==> src/dual_timer_pkg.sv <==
// Purpose: Shared constants and types of the dual timer and interrupt unit.
// Assumes: Eight-bit register port; 250 MHz core clock.
// Notes:   Offsets are byte addresses on the register port.
package dual_timer_pkg;

  // ----------------------------------------------------------------
  // Register offsets
  // ----------------------------------------------------------------
  localparam logic [7:0] TIMER_MODE_ADDR          = 8'hF1;
  localparam logic [7:0] TIMER_ONE_COUNT_ADDR     = 8'hF2;
  localparam logic [7:0] TIMER_ONE_PRESCALE_ADDR  = 8'hF3;
  localparam logic [7:0] TIMER_ZERO_COUNT_ADDR    = 8'hF4;
  localparam logic [7:0] TIMER_ZERO_PRESCALE_ADDR = 8'hF5;
  localparam logic [7:0] PRIORITY_ADDR            = 8'hF9;
  localparam logic [7:0] REQUEST_ADDR             = 8'hFA;
  localparam logic [7:0] MASK_ADDR                = 8'hFB;

  // ----------------------------------------------------------------
  // Field positions and reset values
  // ----------------------------------------------------------------
  localparam int TM_LOAD0      = 0;
  localparam int TM_RUN0       = 1;
  localparam int TM_LOAD1      = 2;
  localparam int TM_RUN1       = 3;
  localparam int TM_TIN_LSB    = 4;
  localparam int TM_TOUT_LSB   = 6;
  localparam int PS_CONT       = 0;
  localparam int PS_SRC        = 1;
  localparam int PS_SCALE_LSB  = 2;
  localparam int RQ_EDGE_LSB   = 6;
  localparam int MK_ANALOG     = 6;
  localparam int MK_GLOBAL     = 7;
  localparam int NUM_LINES     = 6;
  localparam logic [1:0] INT_DIV_LAST = 2'h3;
  localparam logic [5:0] PIN_IDLE     = 6'h3F;
  localparam logic [7:0] END_COUNT    = 8'h01;

  // Index of each synchronised pin.
  localparam int PIN_TIN     = 0;
  localparam int PIN_SEL2    = 1;
  localparam int PIN_FALL_A  = 2;
  localparam int PIN_FALL_B  = 3;
  localparam int PIN_COMP1   = 4;
  localparam int PIN_COMP2   = 5;

  // ----------------------------------------------------------------
  // Types
  // ----------------------------------------------------------------
  typedef enum logic [1:0] {TIN_EXT_CLOCK, TIN_GATE, TIN_TRIG_ONCE, TIN_TRIG_RETRIG} tin_mode_type;
  typedef enum logic [1:0] {TOUT_OFF, TOUT_TIMER_ZERO, TOUT_TIMER_ONE, TOUT_INT_CLOCK} tout_sel_type;
  typedef enum logic [1:0] {VEC_IDLE, VEC_ADDR_HI, VEC_ADDR_LO, VEC_TAKE_LO} vec_state_type;

  typedef struct packed {
    logic [7:0] addr;
    logic [7:0] wdata;
    logic       we;
    logic       re;
  } reg_req_type;

  typedef struct packed {
    logic comp_second;
    logic comp_first;
    logic falling_edge_pin_b;
    logic falling_edge_pin_a;
    logic second_edge_select_pin;
    logic timer_input_pin;
  } pin_in_type;

  typedef struct packed {
    logic [7:0] cnt;
    logic [7:0] load;
    logic [5:0] pre;
    logic [5:0] scale;
    logic       run;
    logic       cont;
    logic       out;
  } timer_type;

endpackage : dual_timer_pkg

==> src/dual_timer_interrupt_unit.sv <==
// Purpose: Two prescaled down counters with the interrupt request, priority and vector logic.
// Assumes: Pins are asynchronous; the program memory answers one cycle after its address.
// Notes:   All state but the reset synchroniser lives in one packed struct registered by a single process.
`timescale 1ns/1ps

// Summary of operation
// - Two independent 8-bit counters, each with its own 6-bit prescaler.
// - Timer zero prescaler uses internal clock only; timer one may use external.
// - Prescalers divide by any ratio 1 to 64.
// - Counter decrements per prescaler tick from a load meaning 1 to 256.
// - End of count raises request line four or five.
// - Software starts, stops, continues, or restarts from the load value.
// - Single pass halts at zero; continuous mode reloads and keeps counting.
// - Counter reads never disturb counting; prescalers read as zero.
// - Timer one source is core clock divided by four or the input pin.
// - Input pin acts as clock, retriggerable or one-shot trigger, or gate.
// - Output pin shows timer zero, timer one, or the internal clock.
// - Cascade routes timer zero output into timer one.
// - Priority select sets the order among pending requests.
// - Grant disables interrupts, saves context, branches through its vector.
// - A vector is two program bytes forming a 16-bit address.
// - Masked requests stay visible in the request register for polling.
// - First comparator maps to line two, second comparator to line zero.
// - Request register bits 7 and 6 select edges of the two selectable pins.
// - Vectors sit in bytes 0 to 11; line n uses 2n and 2n+1.
// - The two fixed pins request on falling edges only.
// - Timer one input is the timer input pin, output the timer output pin.
module dual_timer_interrupt_unit
  import dual_timer_pkg::*;
(
  input  wire logic        clk_i,
  input  wire logic        rstn_i,
  input  wire reg_req_type reg_req_i,
  output logic [7:0]       reg_rdata_o,
  input  wire pin_in_type  pins_i,
  output logic             timer_output_pin_o,
  output logic [7:0]       pmem_addr_o,
  output logic             pmem_rd_o,
  input  wire logic [7:0]  pmem_data_i,
  output logic             save_ctx_o,
  output logic [15:0]      isr_addr_o,
  output logic             isr_valid_o
);

  // ----------------------------------------------------------------
  // State and helpers
  // ----------------------------------------------------------------
  typedef struct packed {
    timer_type [1:0] tm;
    logic            ext_src;
    logic            cascade;
    tin_mode_type    tin_mode;
    tout_sel_type    tout_sel;
    logic [2:0]      prio;
    logic [5:0]      flags;
    logic [1:0]      edge_sel;
    logic [5:0]      mask;
    logic            analog;
    logic            global_en;
    logic [1:0]      div;
    logic [5:0]      s1;
    logic [5:0]      s2;
    logic [5:0]      s3;
    logic [5:0]      lvl;
    vec_state_type   vst;
    logic [2:0]      line;
    logic [7:0]      vec_hi;
    logic [15:0]     isr_addr;
    logic            isr_valid;
    logic            save_ctx;
    logic [7:0]      pmem_addr;
    logic            pmem_rd;
    logic [7:0]      rdata;
    logic            tout;
  } state_type;

  state_type  st_q;
  state_type  st_d;
  logic [1:0] rst_sync_q;
  logic       rst_n;
  logic       int_tick;
  logic [1:0] src;
  logic [1:0] tick;
  logic [1:0] endc;
  logic [5:0] rise;
  logic [5:0] fall;
  logic [5:0] set_v;
  logic [5:0] pend;
  logic       grant;
  logic [2:0] grant_line;
  logic       wr_mode;

  // Chooses the first pending line at or after the start line, wrapping round.
  function automatic logic [2:0] pick_line(input logic [5:0] p, input logic [2:0] start);
    logic [2:0] res;
    int         j;
    res = 3'h0;
    for (int k = NUM_LINES - 1; k >= 0; k--) begin
      j = ((start > 3'h5 ? 0 : int'(start)) + k) % NUM_LINES;
      if (p[j]) begin
        res = 3'(j);
      end
    end
    return res;
  endfunction : pick_line

  // Edge choice of a selectable pin: both edges, else rising when sel is set.
  function automatic logic edge_hit(input logic r, input logic f, input logic sel, input logic both);
    return both ? (r | f) : (sel ? r : f);
  endfunction : edge_hit

  // ----------------------------------------------------------------
  // Reset release
  // ----------------------------------------------------------------
  // The release is synchronised so every flop leaves reset on the same edge.
  always_ff @(posedge clk_i or negedge rstn_i) begin
    if (!rstn_i) begin
      rst_sync_q <= 2'h0;
    end else begin
      rst_sync_q <= {rst_sync_q[0], 1'b1};
    end
  end
  assign rst_n = rst_sync_q[1];

  // ----------------------------------------------------------------
  // Combinational decode of events
  // ----------------------------------------------------------------
  // Pin edges use the filtered level, so a glitch shorter than two cycles is lost.
  always_comb begin
    for (int i = 0; i < NUM_LINES; i++) begin
      rise[i] = 1'b0;
      fall[i] = 1'b0;
      if (st_q.s2[i] == st_q.s3[i]) begin
        rise[i] = st_q.s3[i] & ~st_q.lvl[i];
        fall[i] = ~st_q.s3[i] & st_q.lvl[i];
      end
    end
  end

  // Clock sources and prescaler ticks of both timers.
  always_comb begin
    int_tick = (st_q.div == INT_DIV_LAST);
    src[0]   = int_tick;
    // Timer zero settles first, since its end of count may clock timer one.
    tick[0]  = st_q.tm[0].run & src[0] & (st_q.tm[0].pre == 6'h00);
    endc[0]  = tick[0] & (st_q.tm[0].cnt == END_COUNT);
    if (st_q.cascade) begin
      src[1] = endc[0];
    end else if (!st_q.ext_src) begin
      src[1] = int_tick;
    end else begin
      unique case (st_q.tin_mode)
        TIN_EXT_CLOCK: src[1] = fall[PIN_TIN];
        TIN_GATE:      src[1] = int_tick & st_q.lvl[PIN_TIN];
        default:       src[1] = int_tick;
      endcase
    end
    tick[1] = st_q.tm[1].run & src[1] & (st_q.tm[1].pre == 6'h00);
    endc[1] = tick[1] & (st_q.tm[1].cnt == END_COUNT);
  end

  // Request sources, priority and grant.
  always_comb begin
    set_v[0] = edge_hit(rise[st_q.analog ? PIN_COMP2 : PIN_SEL2], fall[st_q.analog ? PIN_COMP2 : PIN_SEL2],
                        st_q.edge_sel[0], &st_q.edge_sel);
    set_v[1] = fall[PIN_FALL_B];
    set_v[2] = edge_hit(rise[st_q.analog ? PIN_COMP1 : PIN_TIN], fall[st_q.analog ? PIN_COMP1 : PIN_TIN],
                        st_q.edge_sel[1], &st_q.edge_sel);
    set_v[3] = fall[PIN_FALL_A];
    set_v[4] = endc[0];
    set_v[5] = endc[1];
    pend       = st_q.flags & st_q.mask;
    grant      = st_q.global_en & (st_q.vst == VEC_IDLE) & (|pend);
    grant_line = pick_line(pend, st_q.prio);
    wr_mode    = reg_req_i.we & (reg_req_i.addr == TIMER_MODE_ADDR);
  end

  // ----------------------------------------------------------------
  // Next state
  // ----------------------------------------------------------------
  always_comb begin
    st_d           = st_q;
    st_d.save_ctx  = 1'b0;
    st_d.isr_valid = 1'b0;
    st_d.pmem_rd   = 1'b0;
    st_d.rdata     = 8'h00;
    st_d.div       = st_q.div + 2'h1;

    // Three-stage pin capture; the first stage feeds only the second.
    st_d.s1 = pins_i;
    st_d.s2 = st_q.s1;
    st_d.s3 = st_q.s2;
    for (int i = 0; i < NUM_LINES; i++) begin
      if (st_q.s2[i] == st_q.s3[i]) begin
        st_d.lvl[i] = st_q.s3[i];
      end
    end

    // Prescalers and counters; the prescaler only advances while running.
    for (int i = 0; i < 2; i++) begin
      if (st_q.tm[i].run && src[i]) begin
        st_d.tm[i].pre = (st_q.tm[i].pre == 6'h00) ? st_q.tm[i].scale - 6'h01
                                                   : st_q.tm[i].pre - 6'h01;
      end
      if (tick[i]) begin
        if (endc[i]) begin
          st_d.tm[i].out = ~st_q.tm[i].out;
          if (st_q.tm[i].cont) begin
            st_d.tm[i].cnt = st_q.tm[i].load;
          end else begin
            st_d.tm[i].cnt = 8'h00;
            st_d.tm[i].run = 1'b0;
          end
        end else begin
          st_d.tm[i].cnt = st_q.tm[i].cnt - 8'h01;
        end
      end
    end

    // Trigger modes start timer one on a falling pin edge.
    if (st_q.ext_src && !st_q.cascade && fall[PIN_TIN] &&
        ((st_q.tin_mode == TIN_TRIG_RETRIG) || (st_q.tin_mode == TIN_TRIG_ONCE && !st_q.tm[1].run))) begin
      st_d.tm[1].cnt = st_q.tm[1].load;
      st_d.tm[1].pre = st_q.tm[1].scale - 6'h01;
      st_d.tm[1].run = 1'b1;
    end

    // Register writes act after the counters, so software has the last word.
    if (reg_req_i.we) begin
      unique case (reg_req_i.addr)
        TIMER_MODE_ADDR: begin
          st_d.tm[0].run = reg_req_i.wdata[TM_RUN0];
          st_d.tm[1].run = reg_req_i.wdata[TM_RUN1];
          st_d.tin_mode  = tin_mode_type'(reg_req_i.wdata[TM_TIN_LSB +: 2]);
          st_d.tout_sel  = tout_sel_type'(reg_req_i.wdata[TM_TOUT_LSB +: 2]);
          if (reg_req_i.wdata[TM_LOAD0]) begin
            st_d.tm[0].cnt = st_q.tm[0].load;
            st_d.tm[0].pre = st_q.tm[0].scale - 6'h01;
          end
          if (reg_req_i.wdata[TM_LOAD1]) begin
            st_d.tm[1].cnt = st_q.tm[1].load;
            st_d.tm[1].pre = st_q.tm[1].scale - 6'h01;
          end
        end
        TIMER_ZERO_COUNT_ADDR: st_d.tm[0].load = reg_req_i.wdata;
        TIMER_ONE_COUNT_ADDR:  st_d.tm[1].load = reg_req_i.wdata;
        TIMER_ZERO_PRESCALE_ADDR: begin
          st_d.tm[0].scale = reg_req_i.wdata[PS_SCALE_LSB +: 6];
          st_d.tm[0].cont  = reg_req_i.wdata[PS_CONT];
          st_d.cascade     = reg_req_i.wdata[PS_SRC];
        end
        TIMER_ONE_PRESCALE_ADDR: begin
          st_d.tm[1].scale = reg_req_i.wdata[PS_SCALE_LSB +: 6];
          st_d.tm[1].cont  = reg_req_i.wdata[PS_CONT];
          st_d.ext_src     = reg_req_i.wdata[PS_SRC];
        end
        PRIORITY_ADDR: st_d.prio = reg_req_i.wdata[2:0];
        REQUEST_ADDR: begin
          st_d.flags    = reg_req_i.wdata[NUM_LINES-1:0];
          st_d.edge_sel = reg_req_i.wdata[RQ_EDGE_LSB +: 2];
        end
        MASK_ADDR: begin
          st_d.mask      = reg_req_i.wdata[NUM_LINES-1:0];
          st_d.analog    = reg_req_i.wdata[MK_ANALOG];
          st_d.global_en = reg_req_i.wdata[MK_GLOBAL];
        end
        default: ;
      endcase
    end

    // Reads only copy state out; a prescaler or priority read returns zero.
    if (reg_req_i.re) begin
      unique case (reg_req_i.addr)
        TIMER_MODE_ADDR:       st_d.rdata = {st_q.tout_sel, st_q.tin_mode, st_q.tm[1].run, 1'b0,
                                             st_q.tm[0].run, 1'b0};
        TIMER_ZERO_COUNT_ADDR: st_d.rdata = st_q.tm[0].cnt;
        TIMER_ONE_COUNT_ADDR:  st_d.rdata = st_q.tm[1].cnt;
        REQUEST_ADDR:          st_d.rdata = {st_q.edge_sel, st_q.flags};
        MASK_ADDR:             st_d.rdata = {st_q.global_en, st_q.analog, st_q.mask};
        default:               st_d.rdata = 8'h00;
      endcase
    end

    // Vector fetch sequence: high byte at 2n, low byte at 2n+1.
    unique case (st_q.vst)
      VEC_IDLE: begin
        if (grant) begin
          st_d.global_en       = 1'b0;
          st_d.save_ctx        = 1'b1;
          st_d.flags[grant_line] = 1'b0;
          st_d.line            = grant_line;
          st_d.pmem_addr       = {4'h0, grant_line, 1'b0};
          st_d.pmem_rd         = 1'b1;
          st_d.vst             = VEC_ADDR_HI;
        end
      end
      VEC_ADDR_HI: begin
        st_d.pmem_addr = {4'h0, st_q.line, 1'b1};
        st_d.pmem_rd   = 1'b1;
        st_d.vst       = VEC_ADDR_LO;
      end
      VEC_ADDR_LO: begin
        st_d.vec_hi = pmem_data_i;
        st_d.vst    = VEC_TAKE_LO;
      end
      VEC_TAKE_LO: begin
        st_d.isr_addr  = {st_q.vec_hi, pmem_data_i};
        st_d.isr_valid = 1'b1;
        st_d.vst       = VEC_IDLE;
      end
    endcase

    // New events win over any clear in the same cycle.
    st_d.flags = st_d.flags | set_v;

    // Output pin selection.
    unique case (st_q.tout_sel)
      TOUT_OFF:        st_d.tout = 1'b0;
      TOUT_TIMER_ZERO: st_d.tout = st_q.tm[0].out;
      TOUT_TIMER_ONE:  st_d.tout = st_q.tm[1].out;
      TOUT_INT_CLOCK:  st_d.tout = st_q.div[1];
    endcase
  end

  // ----------------------------------------------------------------
  // State register
  // ----------------------------------------------------------------
  // Reset leaves both counters stopped and every request clear.
  always_ff @(posedge clk_i or negedge rst_n) begin
    if (!rst_n) begin
      st_q      <= '0;
      st_q.s1   <= PIN_IDLE;
      st_q.s2   <= PIN_IDLE;
      st_q.s3   <= PIN_IDLE;
      st_q.lvl  <= PIN_IDLE;
    end else begin
      st_q <= st_d;
    end
  end

  assign reg_rdata_o        = st_q.rdata;
  assign timer_output_pin_o = st_q.tout;
  assign pmem_addr_o        = st_q.pmem_addr;
  assign pmem_rd_o          = st_q.pmem_rd;
  assign save_ctx_o         = st_q.save_ctx;
  assign isr_addr_o         = st_q.isr_addr;
  assign isr_valid_o        = st_q.isr_valid;
endmodule : dual_timer_interrupt_unit

==> config.mk <==
export PLATFORM = sky130hd
export DESIGN_NAME = dual_timer_interrupt_unit
export DESIGN_NICKNAME = d
export VERILOG_FILES = /design/src/dual_timer_pkg.sv /design/src/dual_timer_interrupt_unit.sv
export SDC_FILE = /design/constraint.sdc
export NUM_CORES = 1
export LEC_CHECK = 0
export BUFFER_PORTS_ARGS = -buffer_cell sky130_fd_sc_hd__buf_2
export CORE_UTILIZATION = 45
export CTS_CLUSTER_DIAMETER = 40
export CTS_CLUSTER_SIZE = 8
export DETAILED_ROUTE_END_ITERATION = 16
export GPL_TIMING_DRIVEN = 0
export PLACE_DENSITY = 0.62
export SYNTH_ARGS = -nofsm -noshare
export SYNTH_HDL_FRONTEND = slang
export SYNTH_SLANG_ARGS = --single-unit
==> constraint.sdc <==
create_clock -name clk_i -period 12.4 [get_ports clk_i]
set_input_delay 2.48 -clock clk_i [delete_from_list [all_inputs] [get_ports clk_i]]
set_output_delay 2.48 -clock clk_i [all_outputs]
set_load 0.02 [all_outputs]
**After elaboration in Yosys (flattened, before gate mapping)**

Index checks and enable logic that the tools add are counted.

- Reductions and logical operators: 30
- Magnitude comparators: 11
- Equality and inequality tests: 27
- Add/sub/neg operators: 12
- Bitwise gates (word level): 41
- Divide/modulo/power cells: 6
- Mux-type cells: 113

Operators with widths:

| kind | count |
|---|---|
| 32-bit by 5-bit less-than comparator with 1-bit output (second input constant) | 6 |
| 32-bit by 4-bit remainder unit with 32-bit output (second input constant) | 6 |
| 8-bit 2-to-1 mux | 16 |
| 6-bit 2-to-1 mux | 13 |
| 32-bit by 3-bit adder with 32-bit output (second input constant) | 2 |
| 32-bit by 4-bit adder with 32-bit output (second input constant) | 2 |
| 8-bit == test (second input constant) | 8 |
| 30-bit 2-to-1 mux | 2 |
| 1-bit 2-to-1 mux | 54 |
| 8-bit case mux with 5 select lines | 1 |
| 32-bit by 2-bit adder with 32-bit output (second input constant) | 1 |
| 1-bit binary-select mux with 3-bit select | 10 |
| 3-bit 2-to-1 mux | 9 |
| 2-bit AND reduction | 13 |
| 6-bit by 1-bit subtractor with 6-bit output (second input constant) | 4 |
| 1-bit bitwise AND | 21 |
| 9-bit case mux with 2 select lines | 1 |
| 8-bit by 1-bit == test with 1-bit output (second input constant) | 2 |
| 16-bit 2-to-1 mux | 1 |
| 8-bit by 1-bit subtractor with 8-bit output (second input constant) | 2 |
| 2-bit == test (second input constant) | 7 |
| 1-bit NOT | 14 |
| 6-bit bitwise AND | 2 |
| 6-bit zero test | 2 |
| 22 further kinds | 41 |

- Output and inout port bits: 36
- Word-level logic and storage cells: 285
- Input bits: 34
- Flip-flop bits (word level): 164

**Logic depth before layout (Yosys ltp)**

- Depth in word-level cells: 22
- Depth in mapped cells: 19
- Depth with buffers taken out: 16

**Worst setup path before layout**

No wires, ideal clock.

- Path kind: input to register
- From: in reg_req_i[16] in the netlist's numbering
- To: reg st_q[85] in the netlist's numbering
- Cell stages on the path: 8
- Library setup time: 0.126 ns
- Path buffers: 1
- Data arrival time: 4.108 ns
- Path slack: 8.166 ns
- Cells stage by stage: nand4_1 > nor2_1 > and3_1 > nor2b_1 > clkbuf_1 > nand2_1 > mux2_2 > a221o_1

RTL lines:

| item | line | text |
|---|---|---|
| start, declared | dual_timer_interrupt_unit.sv:33 | `input wire reg_req_type reg_req_i,` |
| end signal, assigned | dual_timer_interrupt_unit.sv:337 | `st_q <= st_d;` |
| end, declared | dual_timer_interrupt_unit.sv:77 | `state_type st_q;` |

**Worst setup path after layout**

- From: in reg_req_i[16] in the netlist's numbering
- To: reg st_q[117] in the netlist's numbering

- Longest elaborated chain between the ends: 2

Ends and longest elaborated chain:

| item | line | text |
|---|---|---|
| 8-bit == test | dual_timer_interrupt_unit.sv:230 | `unique case (reg_req_i.addr)` |
| 2-bit AND reduction (no source line) | - |  |

No other way between the ends.
A chain may end at the register's enable or synchronous reset.

==> results.cfg <==
[run_status]
outcome = finished, final reports clean

[layout]
syn_to_final_growth_pct = 15.31
final_cell_mix = 135 x dfrtp_1, 76 x nand2_1, 76 x mux2_2
design_area_sq_um = 9782
fillerInstances = 1678
regArea_sq_um = 4038
drive_above_1_share_pct = 27.36
multi_input_area_sq_um = 3943
nNetsFinal = 963
layout_commonest_cell = dfrtp_1
antenna_cells = 0

[clocking]
cts-resized-gates = 0
clock_latency_ns = 0.42
root_buffer = clkbuf_16
clkTransAtPathRegs_ns = 0.07
h-tree-depth = 4
postCtsSetupRepairBufs = 0
cts_buffers = 17
cts_tree = done
hold_buffers = 0
clk_path_buf_depth = 2
cts.sinks = 160

[die]
design.core.area_sq_um = 18210
start_util_pct = 46.59
num_io_pins = 70
die_w_um = 139.3
die_area_sq_um = 19400
std_cell_rows = 49
fp.dieH_um = 139.3

[flow_run]
cap_violations = 0

[grt]
grt.overflow.total = 0
grt_pass1_vias = 6261
antenna_found_initial = 0
grt_max_degree = 66
grt_use_total_pct = 21.56
grt_pass1_wl_um = 32890

[sta]
worst_slack_ns = 8.027
fin_setup_tns_ns = 0
finalCriticalPeriod_ns = 4.373
hold_viol_final = 0
fin_crit_sh_pct = 35.27
skew_ns = 0.007421
rsz0062_at_grt = no
tightest_slew_ns = 1.085
max_freq_mhz = 228.7
slew_headroom_pct = 27.13
final-max-slew-violation-count = 0
setup_viol = 0

[critical_path]
r2r-end = st_q[85]
cp_data_required_time_ns = 12.71
critPathMaxFanout = 10
worst_path_most_repeated_cell = nand2_1
r2r-start = st_q[93]
r2r_slack_ns = 8.09
critPathSlowestCell = nor3_1
critPathMaxStageDelay_ns = 0.83
critPathLaunch = reg_req_i[16]
critPathArrivalTime_ns = 4.69
worstSetupPathType = input port to flip-flop
cp-start-kind = input port
crit_path_end_kind = flip-flop
r2r_cells = 18
cp-endpoint = st_q[117]
crit_chain = buf_2 > nand4_1 > nor2_1 > nand2_1 > nor3_1 > nand2_1 > mux2_2

[place]
port_buffers = 61
place_congestion = 0.8386
postPlaceCellArea_sq_um = 9154
hpwlAfterDp_um = 14070
pre_cts_ws_ns = 7.724

[power]
ir_drop_v = 0.0001124
p_per_area_nw_per_um2 = 155.8
p_leak_nw = 4.377

[yosys]
seq_area_frac_synth_pct = 47.55
synth_seq_cells = 160
synth-async-reset-ratio_pct = 100.0
synth_cells = 821
synth_ff_type = dfrtp_1
ys_types = 79
yosys_warnings = 0
syn_area_sq_um = 8483
synth.avg_cell_area_sq_um = 10.33
synth_edf_count = 0

[drt]
finalWirelength_um = 19810
drt-pass1-iter-count = 6
vias = 6530
viasPerCell = 5.678
wl_per_cell_um = 17.22
ant_nets = 0
drc = 0
first_iter_violations = 594

[worst_hold_path]
hold_class = flip-flop to async pin
final cells by class:
type	count	area share, %
Tap cell	229	2.929
Buffer	65	3.914
Inverter	36	1.433
Clock buffer	17	4.349
Multi-Input combinational cell	563	40.30
Clock inverter	15	2.021
Timing Repair Buffer	65	3.773
Sequential cell	160	41.28
power breakdown:
group / internal, W / leakage, nW / switching [W]
sequential: 0.000604 / 1.92 / 0.0000591
clock: 0.000324 / 0.303 / 0.000229
combinational: 0.000151 / 2.15 / 0.000156
stage by stage:
stage | power [W] | std cells | utilization [%] | hold WS [ns]
after floorplan | 0.0008957 | 824 | - | 0.3312
after global routing | 0.001607 | 1150 | 53.72 | 0.3299
after global placement | 0.0009720 | 1114 | 49.90 | 0.3335
after CTS | 0.001538 | 1149 | 53.69 | 0.2993
final | 0.001524 | 1150 | 53.72 | 0.2791
after detailed placement | 0.0009807 | 1117 | 50.27 | 0.2993
Yosys cell counts (4+ instances only):
cell type	n	area [sq um]
mux2_2	76	855.8
maj3_1	5	50.05
o21ai_0	41	205.2
o22ai_1	19	118.9
buf_4	33	247.7
a211oi_1	4	30.03
or3_1	7	43.79
mux2i_1	14	140.1
nor2_1	47	176.4
nor4_1	5	31.28
nand2_1	76	285.3
nand3b_1	5	37.54
inv_1	33	123.9
clkbuf_1	25	93.84
a31oi_1	10	62.56
a21o_1	5	37.54
a22oi_1	12	90.09
nand4_1	4	25.02
a21oi_1	54	270.3
nand2b_1	8	50.05
nor2b_1	7	43.79
a22o_1	4	35.03
xnor2_1	12	105.1
xor2_1	4	35.03
dfstp_2	24	630.6
dfrtp_1	136	3403
nor3_1	19	95.09
and3_1	5	31.28
and2_1	5	31.28
nand3_1	19	95.09
a222oi_1	8	80.08
ha_1	21	262.8
per-layer routing:
| layer | vias up | routed length (um) | GRT usage (%) |
|---|---|---|---|
| met2 | 188 | 9010 | 33.09 |
| met3 | 18 | 1067 | 4.233 |
| met5 | - | 0 | 0 |
| met1 | 3202 | 9539 | 31.02 |
| li1 | 3122 | - | - |
| met4 | 0 | 190 | 5.906 |
critical path, delay by kind of cell:
family / cells / cell delay (ns)
buf+inv: 1 / 0.07
mux: 1 / 0.41
simple gates: 5 / 1.72
state kept, by name (all words and copies together), names as in the netlist:
signal              count
st_d                   12
reg_rdata_o             8
st_q                  114
isr_valid_o             1
timer_output_pin_o      1
pmem_addr_o             4
rst_sync_q              2
isr_addr_o             16
save_ctx_o              1
pmem_rd_o               1
worst min path at each step:
| stage | start | endpoint | slack (ns) |
|---|---|---|---|
| 3_5_place_dp | rst_sync_q[1] | isr_addr_o[14] | 0.30 |
| 2_1_floorplan | rst_sync_q[0] | rst_sync_q[1] | 0.33 |
| 6_report | rst_sync_q[1] | isr_addr_o[6] | 0.28 |
| 5_1_grt | rst_sync_q[1] | isr_addr_o[14] | 0.33 |
| 3_3_place_gp | rst_sync_q[0] | rst_sync_q[1] | 0.33 |
| 4_1_cts | rst_sync_q[1] | isr_addr_o[6] | 0.30 |
kinds of logic (layout without fill, tap and decap cells):
kind of cell | count (synthesis) | after routing | share of synthesized area [%]
AND/OR/NAND/NOR | 229 | 229 | 13.47
buffers and inverters | 101 | 198 | 6.165
multiplexers | 92 | 92 | 12.18
other | 2 | 5 | 0.08853
adder cells (fa/ha/maj) | 26 | 26 | 3.687
AO/OA/AOI/OAI | 194 | 194 | 14.88
flip-flops | 160 | 160 | 47.55
XOR/XNOR | 17 | 17 | 1.976
Power figures use the tool's default switching activity.
